### src/design/port_stats_defs.svh
// Operation
// - Report speed code and full duplex
// - Forwarding or stop, else spanning state
// - Count every transmitted frame
// - Count every received frame
// - Count received frames with any error
// - Transmit and receive kilobytes per second
// - Seconds of continuous link up time
// - Count good transmit unicast, multicast, broadcast
// - Count transmitted pause frames
// - Count transmitted VLAN tagged frames
// - Count good receive unicast, multicast, broadcast
// - Count received pause frames
// - Count control frames, CRC errors included, no pause
// - Count sends after exactly one collision
// - Count sends after two or more collisions
// - Count sends abandoned on collision limit
// - Count collisions after first 512 bits
// - Count received frames failing CRC
// - Count received frames with bad length
// - Count frames under 64 octets as runts
// - Six length bins from 64 to 1518
// - Giants from 1519 to maximum frame size
// - Clear this port or all ports
`ifndef PORT_STATS_DEFS_SVH
`define PORT_STATS_DEFS_SVH

// ********************************
// Counter indices
// ********************************
`define NUM_CNT 27
`define IDX_TX_FRAMES 5'h00
`define IDX_RX_FRAMES 5'h01
`define IDX_RX_ERRORS 5'h02
`define IDX_TX_UNI 5'h03
`define IDX_TX_MULTI 5'h04
`define IDX_TX_BROAD 5'h05
`define IDX_TX_PAUSE 5'h06
`define IDX_TX_TAGGED 5'h07
`define IDX_RX_UNI 5'h08
`define IDX_RX_MULTI 5'h09
`define IDX_RX_BROAD 5'h0A
`define IDX_RX_PAUSE 5'h0B
`define IDX_RX_CTRL 5'h0C
`define IDX_COL_SINGLE 5'h0D
`define IDX_COL_MULTI 5'h0E
`define IDX_COL_EXCESS 5'h0F
`define IDX_COL_LATE 5'h10
`define IDX_RX_CRC 5'h11
`define IDX_RX_LEN 5'h12
`define IDX_RX_RUNT 5'h13
`define IDX_BIN_64 5'h14
`define IDX_BIN_127 5'h15
`define IDX_BIN_255 5'h16
`define IDX_BIN_511 5'h17
`define IDX_BIN_1023 5'h18
`define IDX_BIN_1518 5'h19
`define IDX_GIANT 5'h1A

// ********************************
// Register byte addresses
// ********************************
`define ADDR_LINK 8'h80
`define ADDR_TX_RATE 8'h84
`define ADDR_RX_RATE 8'h88
`define ADDR_UPTIME 8'h8C
`define ADDR_CTRL 8'h90
`define ADDR_MAX_FRAME 8'h94

// ********************************
// Fields and values
// ********************************
`define CTRL_CLR_PORT 0
`define CTRL_CLR_ALL 1
`define SPEED_100M 2'h0
`define SPEED_1000M 2'h1
`define SPEED_10G 2'h2
`define STATE_STOP 3'h0
`define STATE_FORWARDING 3'h4
`define LEN_MIN 16'h0040
`define LEN_127 16'h007F
`define LEN_255 16'h00FF
`define LEN_511 16'h01FF
`define LEN_1023 16'h03FF
`define LEN_1518 16'h05EE
`define LEN_GIANT_MIN 16'h05EF
`define MAX_FRAME_RST 16'h2400
`define KB_SHIFT 10

// ********************************
// Timing
// ********************************
`define SECOND_NS 1000000000
`define CLK_PERIOD_NS 40
`define SECOND_CYCLES (`SECOND_NS / `CLK_PERIOD_NS)

`endif

### src/design/port_stats_pkg.sv
package port_stats_pkg;
  typedef enum logic [1:0] {
    CAST_UNI,
    CAST_MULTI,
    CAST_BROAD
  } cast_type;
endpackage

### src/design/counter_bank.sv
`timescale 1ns/10ps
module counter_bank #(
  parameter int N = 27,
  parameter int W = 32,
  parameter int AW = 5
) (
  input wire logic mclk_i,
  input wire logic rst_i,
  input wire logic clr_i,
  input wire logic [N-1:0] inc_i,
  input wire logic rd_i,
  input wire logic [AW-1:0] rd_idx_i,
  input wire logic aux_sel_i,
  input wire logic [W-1:0] aux_data_i,
  output logic [W-1:0] rdata_o
);
  logic [W-1:0] cnt_ff [N];
  logic [W-1:0] nxt_rdata;

  // ********************************
  // Counters
  // ********************************
  // Clear beats a same-cycle increment so a cleared port reads zero
  always_ff @(posedge mclk_i or posedge rst_i) begin
    if (rst_i) begin
      for (int i = 0; i < N; i++) begin
        cnt_ff[i] <= '0;
      end
    end else begin
      for (int i = 0; i < N; i++) begin
        if (clr_i) begin
          cnt_ff[i] <= '0;
        end else if (inc_i[i]) begin
          cnt_ff[i] <= cnt_ff[i] + 1'b1;
        end
      end
    end
  end

  // ********************************
  // Registered read port
  // ********************************
  always_comb begin
    nxt_rdata = '0;
    if (rd_i) begin
      if (aux_sel_i) begin
        nxt_rdata = aux_data_i;
      end else if (int'(rd_idx_i) < N) begin
        nxt_rdata = cnt_ff[rd_idx_i];
      end
    end
  end

  always_ff @(posedge mclk_i or posedge rst_i) begin
    if (rst_i) begin
      rdata_o <= '0;
    end else begin
      rdata_o <= nxt_rdata;
    end
  end

  property p_clear_zero;
    @(posedge mclk_i) disable iff (rst_i)
    clr_i |=> (cnt_ff[0] == '0) && (cnt_ff[N-1] == '0);
  endproperty
  a_clear_zero: assert property (p_clear_zero)
    else $error("counter not zero after clear");

  property p_wrap_step;
    @(posedge mclk_i) disable iff (rst_i)
    (inc_i[0] && !clr_i) |=> cnt_ff[0] == W'($past(cnt_ff[0]) + 1'b1);
  endproperty
  a_wrap_step: assert property (p_wrap_step)
    else $error("counter did not step by one");
endmodule

### src/design/port_statistics_counters.sv
// Our own choices: the register offsets and strobed register access.
`timescale 1ns/10ps
`include "port_stats_defs.svh"
module port_statistics_counters #(
  parameter int CNT_W = 32,
  parameter int SECOND_CYCLES = `SECOND_CYCLES,
  parameter logic [15:0] MAX_FRAME_RST = `MAX_FRAME_RST
) (
  input wire logic mclk_i,
  input wire logic rst_i,
  // Register port
  input wire logic [7:0] addr_i,
  input wire logic [31:0] wdata_i,
  input wire logic wr_i,
  input wire logic rd_i,
  output logic [31:0] rdata_o,
  // Clear-all fan in and fan out between ports
  input wire logic clear_all_i,
  output logic clear_all_o,
  // Link state
  input wire logic link_up_i,
  input wire logic [1:0] speed_i,
  input wire logic full_duplex_i,
  input wire logic stp_enable_i,
  input wire logic [2:0] stp_state_i,
  // Transmit events
  input wire logic tx_done_i,
  input wire logic tx_good_i,
  input wire port_stats_pkg::cast_type tx_cast_i,
  input wire logic tx_pause_i,
  input wire logic tx_vlan_i,
  input wire logic [4:0] tx_collisions_i,
  input wire logic [15:0] tx_len_i,
  input wire logic tx_excessive_i,
  input wire logic tx_late_col_i,
  // Receive events
  input wire logic rx_done_i,
  input wire port_stats_pkg::cast_type rx_cast_i,
  input wire logic [15:0] rx_len_i,
  input wire logic rx_crc_err_i,
  input wire logic rx_len_err_i,
  input wire logic rx_pause_i,
  input wire logic rx_ctrl_i
);
  logic [`NUM_CNT-1:0] inc;
  logic [31:0] aux_data;
  logic aux_sel;
  logic clr_port;
  logic tx_std;
  logic rx_good;
  logic rx_runt;
  logic rx_len_bad;
  logic [6:0] link_stat_ff;
  logic [2:0] nxt_state;
  logic [15:0] max_frame_ff;
  logic clear_all_ff;
  logic [31:0] sec_cnt_ff;
  logic tick_ff;
  logic [31:0] tx_acc_ff;
  logic [31:0] rx_acc_ff;
  logic [31:0] nxt_tx_acc;
  logic [31:0] nxt_rx_acc;
  logic [31:0] tx_rate_ff;
  logic [31:0] rx_rate_ff;
  logic [31:0] uptime_ff;

  function automatic logic in_range(input logic [15:0] len,
                                    input logic [15:0] lo,
                                    input logic [15:0] hi);
    in_range = (len >= lo) && (len <= hi);
  endfunction

  // ********************************
  // Frame classification
  // ********************************
  // Pause frames are kept out of the cast counters to avoid double counts
  assign tx_std = tx_done_i && tx_good_i && !tx_pause_i;
  assign rx_runt = rx_len_i < `LEN_MIN;
  assign rx_len_bad = rx_len_err_i || (rx_len_i > max_frame_ff);
  assign rx_good = rx_done_i && !rx_crc_err_i && !rx_len_bad && !rx_runt &&
                   !rx_pause_i && !rx_ctrl_i;

  always_comb begin
    inc = '0;
    inc[`IDX_TX_FRAMES] = tx_done_i;
    inc[`IDX_RX_FRAMES] = rx_done_i;
    inc[`IDX_RX_ERRORS] = rx_done_i &&
                          (rx_crc_err_i || rx_len_bad || rx_runt);
    inc[`IDX_TX_UNI] = tx_std &&
                       (tx_cast_i == port_stats_pkg::CAST_UNI);
    inc[`IDX_TX_MULTI] = tx_std &&
                         (tx_cast_i == port_stats_pkg::CAST_MULTI);
    inc[`IDX_TX_BROAD] = tx_std &&
                         (tx_cast_i == port_stats_pkg::CAST_BROAD);
    inc[`IDX_TX_PAUSE] = tx_done_i && tx_pause_i;
    inc[`IDX_TX_TAGGED] = tx_done_i && tx_vlan_i;
    inc[`IDX_RX_UNI] = rx_good &&
                       (rx_cast_i == port_stats_pkg::CAST_UNI);
    inc[`IDX_RX_MULTI] = rx_good &&
                         (rx_cast_i == port_stats_pkg::CAST_MULTI);
    inc[`IDX_RX_BROAD] = rx_good &&
                         (rx_cast_i == port_stats_pkg::CAST_BROAD);
    inc[`IDX_RX_PAUSE] = rx_done_i && rx_pause_i && !rx_crc_err_i;
    inc[`IDX_RX_CTRL] = rx_done_i && rx_ctrl_i && !rx_pause_i;
    inc[`IDX_COL_SINGLE] = tx_done_i && tx_good_i &&
                           (tx_collisions_i == 5'h01);
    inc[`IDX_COL_MULTI] = tx_done_i && tx_good_i &&
                          (tx_collisions_i >= 5'h02);
    inc[`IDX_COL_EXCESS] = tx_excessive_i;
    inc[`IDX_COL_LATE] = tx_late_col_i;
    inc[`IDX_RX_CRC] = rx_done_i && rx_crc_err_i;
    inc[`IDX_RX_LEN] = rx_done_i && rx_len_bad;
    inc[`IDX_RX_RUNT] = rx_done_i && rx_runt;
    // Bins take good and bad frames alike
    inc[`IDX_BIN_64] = rx_done_i && (rx_len_i == `LEN_MIN);
    inc[`IDX_BIN_127] = rx_done_i &&
                        in_range(rx_len_i, `LEN_MIN + 16'h0001,
                                 `LEN_127);
    inc[`IDX_BIN_255] = rx_done_i &&
                        in_range(rx_len_i, `LEN_127 + 16'h0001,
                                 `LEN_255);
    inc[`IDX_BIN_511] = rx_done_i &&
                        in_range(rx_len_i, `LEN_255 + 16'h0001,
                                 `LEN_511);
    inc[`IDX_BIN_1023] = rx_done_i &&
                         in_range(rx_len_i, `LEN_511 + 16'h0001,
                                  `LEN_1023);
    inc[`IDX_BIN_1518] = rx_done_i &&
                         in_range(rx_len_i, `LEN_1023 + 16'h0001,
                                  `LEN_1518);
    inc[`IDX_GIANT] = rx_done_i &&
                      in_range(rx_len_i, `LEN_GIANT_MIN,
                               max_frame_ff);
  end

  // ********************************
  // Link and port state
  // ********************************
  always_comb begin
    if (stp_enable_i) begin
      nxt_state = stp_state_i;
    end else if (link_up_i) begin
      nxt_state = `STATE_FORWARDING;
    end else begin
      nxt_state = `STATE_STOP;
    end
  end

  always_ff @(posedge mclk_i or posedge rst_i) begin
    if (rst_i) begin
      link_stat_ff <= 7'h00;
    end else begin
      link_stat_ff <= {nxt_state, link_up_i, full_duplex_i, speed_i};
    end
  end

  // ********************************
  // Control register
  // ********************************
  assign clr_port = (wr_i && (addr_i == `ADDR_CTRL) &&
                     (wdata_i[`CTRL_CLR_PORT] || wdata_i[`CTRL_CLR_ALL])) ||
                    clear_all_i;

  always_ff @(posedge mclk_i or posedge rst_i) begin
    if (rst_i) begin
      clear_all_ff <= 1'b0;
    end else begin
      clear_all_ff <= wr_i && (addr_i == `ADDR_CTRL) &&
                      wdata_i[`CTRL_CLR_ALL];
    end
  end
  assign clear_all_o = clear_all_ff;

  // Giant ceiling differs by product, so software sets it
  always_ff @(posedge mclk_i or posedge rst_i) begin
    if (rst_i) begin
      max_frame_ff <= MAX_FRAME_RST;
    end else if (wr_i && (addr_i == `ADDR_MAX_FRAME)) begin
      max_frame_ff <= wdata_i[15:0];
    end
  end

  // ********************************
  // One second tick
  // ********************************
  always_ff @(posedge mclk_i or posedge rst_i) begin
    if (rst_i) begin
      sec_cnt_ff <= 32'h0;
      tick_ff <= 1'b0;
    end else if (sec_cnt_ff == 32'(SECOND_CYCLES - 1)) begin
      sec_cnt_ff <= 32'h0;
      tick_ff <= 1'b1;
    end else begin
      sec_cnt_ff <= sec_cnt_ff + 32'h1;
      tick_ff <= 1'b0;
    end
  end

  // ********************************
  // Throughput
  // ********************************
  // A frame ending on the tick is counted in the closing window
  assign nxt_tx_acc = tx_acc_ff + (tx_done_i ? {16'h0, tx_len_i} : 32'h0);
  assign nxt_rx_acc = rx_acc_ff + (rx_done_i ? {16'h0, rx_len_i} : 32'h0);

  always_ff @(posedge mclk_i or posedge rst_i) begin
    if (rst_i) begin
      tx_acc_ff <= 32'h0;
      rx_acc_ff <= 32'h0;
      tx_rate_ff <= 32'h0;
      rx_rate_ff <= 32'h0;
    end else if (tick_ff) begin
      tx_acc_ff <= 32'h0;
      rx_acc_ff <= 32'h0;
      tx_rate_ff <= nxt_tx_acc >> `KB_SHIFT;
      rx_rate_ff <= nxt_rx_acc >> `KB_SHIFT;
    end else begin
      tx_acc_ff <= nxt_tx_acc;
      rx_acc_ff <= nxt_rx_acc;
    end
  end

  // ********************************
  // Up time in seconds
  // ********************************
  // Resolution is one tick; hours and minutes are left to software
  always_ff @(posedge mclk_i or posedge rst_i) begin
    if (rst_i) begin
      uptime_ff <= 32'h0;
    end else if (!link_up_i) begin
      uptime_ff <= 32'h0;
    end else if (tick_ff) begin
      uptime_ff <= uptime_ff + 32'h1;
    end
  end

  // ********************************
  // Register read
  // ********************************
  assign aux_sel = addr_i[7];

  always_comb begin
    unique case (addr_i)
      `ADDR_LINK: aux_data = {25'h0, link_stat_ff};
      `ADDR_TX_RATE: aux_data = tx_rate_ff;
      `ADDR_RX_RATE: aux_data = rx_rate_ff;
      `ADDR_UPTIME: aux_data = uptime_ff;
      `ADDR_MAX_FRAME: aux_data = {16'h0, max_frame_ff};
      default: aux_data = 32'h0;
    endcase
  end

  counter_bank #(
    .N(`NUM_CNT),
    .W(CNT_W),
    .AW(5)
  ) u_bank (
    .mclk_i(mclk_i),
    .rst_i(rst_i),
    .clr_i(clr_port),
    .inc_i(inc),
    .rd_i(rd_i),
    .rd_idx_i(addr_i[6:2]),
    .aux_sel_i(aux_sel),
    .aux_data_i(aux_data),
    .rdata_o(rdata_o)
  );

  // ********************************
  // Checks
  // ********************************
  // Looks at the stored count, not the strobe, so a lost step is caught
  property p_tx_total;
    @(posedge mclk_i) disable iff (rst_i)
    (tx_done_i && !clr_port) |=>
      u_bank.cnt_ff[`IDX_TX_FRAMES] ==
      CNT_W'($past(u_bank.cnt_ff[`IDX_TX_FRAMES]) + 1'b1);
  endproperty
  a_tx_total: assert property (p_tx_total)
    else $error("transmit total missed a frame");

  property p_rx_total;
    @(posedge mclk_i) disable iff (rst_i)
    rx_done_i |-> inc[`IDX_RX_FRAMES];
  endproperty
  a_rx_total: assert property (p_rx_total)
    else $error("receive total missed a frame");

  property p_err_runt;
    @(posedge mclk_i) disable iff (rst_i)
    (rx_done_i && rx_len_i < 16'h0040) |->
      inc[`IDX_RX_RUNT] && inc[`IDX_RX_ERRORS] && !inc[`IDX_RX_UNI];
  endproperty
  a_err_runt: assert property (p_err_runt)
    else $error("runt not counted as error");

  property p_bin_onehot;
    @(posedge mclk_i) disable iff (rst_i)
    (rx_done_i && rx_len_i >= 16'h0040 && rx_len_i <= 16'h05EE) |->
      $onehot(inc[`IDX_BIN_1518:`IDX_BIN_64]) && !inc[`IDX_GIANT];
  endproperty
  a_bin_onehot: assert property (p_bin_onehot)
    else $error("length bin not one hot");

  property p_col_excl;
    @(posedge mclk_i) disable iff (rst_i)
    !(inc[`IDX_COL_SINGLE] && inc[`IDX_COL_MULTI]);
  endproperty
  a_col_excl: assert property (p_col_excl)
    else $error("single and multiple collision together");

  property p_ctrl_no_pause;
    @(posedge mclk_i) disable iff (rst_i)
    rx_pause_i |-> !inc[`IDX_RX_CTRL];
  endproperty
  a_ctrl_no_pause: assert property (p_ctrl_no_pause)
    else $error("pause frame counted as control");

  property p_state;
    @(posedge mclk_i) disable iff (rst_i)
    (!stp_enable_i && !link_up_i) |=> link_stat_ff[6:4] == 3'h0;
  endproperty
  a_state: assert property (p_state)
    else $error("down port not shown as stopped");

  property p_uptime;
    @(posedge mclk_i) disable iff (rst_i)
    (link_up_i && tick_ff) |=> uptime_ff == $past(uptime_ff) + 32'h1;
  endproperty
  a_uptime: assert property (p_uptime)
    else $error("up time did not advance on tick");

  property p_rate;
    @(posedge mclk_i) disable iff (rst_i)
    (tick_ff && !tx_done_i) |=> tx_rate_ff == ($past(tx_acc_ff) >> 10);
  endproperty
  a_rate: assert property (p_rate)
    else $error("transmit rate not latched on tick");

  property p_clear_all_out;
    @(posedge mclk_i) disable iff (rst_i)
    (wr_i && (addr_i == `ADDR_CTRL) && wdata_i[`CTRL_CLR_ALL]) |=>
      clear_all_o;
  endproperty
  a_clear_all_out: assert property (p_clear_all_out)
    else $error("clear all pulse missing after write");

  property p_giant_cap;
    @(posedge mclk_i) disable iff (rst_i)
    (rx_done_i && (rx_len_i > max_frame_ff)) |->
      inc[`IDX_RX_LEN] && !inc[`IDX_GIANT];
  endproperty
  a_giant_cap: assert property (p_giant_cap)
    else $error("frame above ceiling counted as giant");
endmodule

### config.mk
export PLATFORM = sky130hd
export DESIGN_NAME = port_statistics_counters
export DESIGN_NICKNAME = d
export VERILOG_FILES = /design/src/design/port_stats_pkg.sv /design/src/design/counter_bank.sv /design/src/design/port_statistics_counters.sv
export VERILOG_INCLUDE_DIRS = /design/src /design/src/design
export SDC_FILE = /design/constraint.sdc
export NUM_CORES = 2
export LEC_CHECK = 0
export BUFFER_PORTS_ARGS = -buffer_cell sky130_fd_sc_hd__buf_4
export CORE_MARGIN = 2
export CORE_UTILIZATION = 35
export DETAILED_ROUTE_END_ITERATION = 7
export SYNTH_ARGS = -nofsm -noshare
export SYNTH_HDL_FRONTEND = slang
export SYNTH_SLANG_ARGS = --single-unit
export TNS_END_PERCENT = 100
### constraint.sdc
create_clock -name mclk_i -period 37.3 [get_ports mclk_i]
set_input_delay 5.595 -clock mclk_i [delete_from_list [all_inputs] [get_ports mclk_i]]
set_output_delay 5.595 -clock mclk_i [all_outputs]
set_load 0.02 [all_outputs]
==> out/metrics.csv <==
metric,value,unit
clock-skew-final,0.0494,ns
period_minus_slack,10.90,ns
wl_met1,79900,um
postCtsSetupBuffers,0,
cts.sinks,1093,
max_slew_margin,13.4,%
clkSlewWorstSetupHoldPaths,0.07,ns
worstPathRequired,37.95,ns
peakVddDrop,0.0399,mV
drtIter0Drc,4760,
grt_usage,20.3,%
layout-drive-gt1-share,11.3,%
critical_path_class,input pin to flop,
cts_buffers,118,
cts_buffer_depth,3,
fp.dieW,424,um
netlist_instances,6255,
start_util,35.1,%
die_h,424,um
cp_slowest_cell,buf_4,
grt_max_degree,175,
finish.utilization,39.4,%
ys_seq_elements,1093,
final_common_cell,dfrtp_1,
post_cts_resized,0,
fillers,17000,
finalSetupViolCount,0,
crit_top_cell,buf_4,
syn_nets,6439,
grt_pass1_wl,287000,um
start_kind,input pin,
hold_viol,0,
synth-main-ff-cell,dfrtp_1,
status,completed,
setup_tns,0,ns
leakage,28.0,nW
stdcell_area,0.0692,mm^2
path_cells,buf_8 -> nor3b_1 -> nand4_1 -> o21ai_4 -> buf_4 -> buf_12 -> buf_4 -> buf_4 -> o2111ai_1 -> or3_1 -> a21oi_1,
crit_fanout,174,
clock_latency,0.77,ns
dpl.hpwl,130000,um
synth_top_area_share,44.3,%
synthTopCellsByArea,"dfrtp_1 (44%), mux4_2 (8.2%), xor2_1 (5.6%)",
wl_per_cell,21.3,um
vias,49100,
wl,185000,um
synth_area_per_cell,9.86,um^2
routed.top_layer,met5,
postCtsHoldBufs,0,
cap_violations,0,
cts_tree,yes,
first_pass_iters,8,
viasPerCell,5.64,
dieArea,0.180,mm^2
layout_worst_path_cycle_share,29.2,%
layout_common_cells,"dfrtp_1 (1090), nor2_1 (877), nand2_1 (449), xor2_1 (393), a21oi_1 (307)",
htreeDepth,3,
portBuffers,121,
final_nets,6438,
fin_ws,26.40,ns
crit_buf_inv,5,
overflow,0,
async_flop_share,100,%
core_area,0.176,mm^2
yosys_warnings,0,
core.rowCount,154,
worstMarginPinSlew,1.29,ns
max_stage_delay,0.79,ns
ys_seq_area_share,44.4,%
gp_congestion,0.895,
first_global_vias,47100,
ant_nets,0,
syn2layout_area_growth,12.3,%
io_pins,138,
max_clock_freq,91.7,MHz
synth_edf_count,0,
worstPathArrival,11.55,ns
power.density,40.7,mW/mm^2
crit_family,buffers and inverters,
synth_area,0.0617,mm^2
place_ws,25.69,ns
hp-class,flop to flop,
yosysTopAreaCell,dfrtp_1,
wl_met3,11800,um
grt_setup_unrepaired,false,
r2r_slack,32.82,ns
end_kind,flop,
root_buffer,clkbuf_16,
antenna_found_initial,18,
placed_area,0.0649,mm^2
slew_viol_final,0,
drc,0,
met2_length,84100,um
ys_types,80,
## worst reg2reg max path, delay by kind of cell (launching register included)
kind	cells	cell delay, ns
multiplexers	1	0.24
adder cells (fa/ha/maj)	1	0.29
AND/OR/NAND/NOR	5	2.89
flip-flops	1	0.57
buffers and inverters	2	0.31
AO/OA/AOI/OAI	1	0.13
## state kept, by name (all words and copies together) (netlist names)
| signal | count |
|---|---|
| tick_ff | 1 |
| max_frame_ff | 16 |
| clear_all_o | 1 |
| rx_rate_ff | 22 |
| tx_acc_ff | 32 |
| u_bank.cnt_ff | 864 |
| u_bank.rdata_o | 32 |
| link_stat_ff | 7 |
| rx_acc_ff | 32 |
| tx_rate_ff | 22 |
| uptime_ff | 32 |
| sec_cnt_ff | 32 |
## area by class of cell
| type | count | area, um^2 | area share, % |
|---|---|---|---|
| multi-input combinational | 4693 | 32500 | 47.0 |
| antenna | 11 | 27.5 | 0.0398 |
| tap | 2340 | 2930 | 4.23 |
| timing repair buffer | 196 | 1560 | 2.26 |
| clock buffer | 168 | 3490 | 5.04 |
| clock inverter | 54 | 773 | 1.12 |
| sequential | 1093 | 27400 | 39.5 |
| inverter | 152 | 578 | 0.835 |
## per-layer routing
layer | vias to the layer above | global-route usage (%)
li1 | 22400 | -
met1 | 24800 | 27.9
met2 | 1590 | 31.2
met3 | 326 | 3.08
met4 | 2 | 10.4
met5 | - | 0
## per-stage QoR
step | hold WS [ns] | instances | power, mW
after global placement | 0.472 | 8474 | 1.55
after global routing | 0.504 | 8703 | 2.93
after CTS | 0.484 | 8696 | 2.84
after detailed placement | 0.471 | 8474 | 1.55
final | 0.480 | 8707 | 2.82
after floorplan | 0.447 | 6255 | 1.47
## kinds of logic after synthesis
| family | share of synthesized area, % |
|---|---|
| simple gates | 21.8 |
| flops | 44.4 |
| compound gates | 8.72 |
| xor+xnor | 9.69 |
| buf+inv | 3.03 |
| mux | 10.8 |
| fa+ha+maj | 1.63 |
## cell usage after synthesis (16+ instances only)
library cell and number:
and3_1 137, or3_1 170, mux4_2 224, o31ai_1 49
a211oi_1 19, ha_1 77, or4_1 60, o41ai_1 19
and2_1 132, nor4_1 50, xnor2_1 289, mux2i_1 118
buf_1 40, clkbuf_1 191, dfrtp_1 1091, nor3_1 104
inv_1 151, nand2_1 449, xor2_1 393, nor2_1 878
o311ai_0 23, buf_2 86, o22ai_1 38, nand4_1 214
and4_1 76, a22oi_1 28, o2111ai_1 16, o211ai_1 29
a21o_1 20, nor2b_1 26, a21oi_1 308, nand2b_1 40
a31oi_1 19, nand3_1 296, mux2_2 38, a221oi_1 20
o21ai_0 190
## final timing paths
check | start | endpoint | cells past startpoint
worst min register to register | sec_cnt_ff[31]$_DFF_PP0_ | sec_cnt_ff[31]$_DFF_PP0_ | 1
max in group asynchronous | rst_i | u_bank.cnt_ff[384]$_DFFE_PP0P_ | 5
worst max register to register | max_frame_ff[13]$_DFFE_PP1P_ | u_bank.cnt_ff[575]$_DFFE_PP0P_ | 10
worst min-delay path | sec_cnt_ff[31]$_DFF_PP0_ | sec_cnt_ff[31]$_DFF_PP0_ | 1
worst max-delay path | addr_i[3] | u_bank.cnt_ff[297]$_DFFE_PP0P_ | 11
min in group asynchronous | rst_i | u_bank.rdata_o[30]$_DFF_PP0_ | 2
## power breakdown
| group | switching, mW | internal (mW) | leakage, nW |
|---|---|---|---|
| logic | 0.196 | 0.104 | 10.9 |
| registers | 0.0175 | 1.21 | 15.0 |
| clock network | 0.532 | 0.752 | 2.09 |
Note: power is estimated with default switching activity, not from simulation.
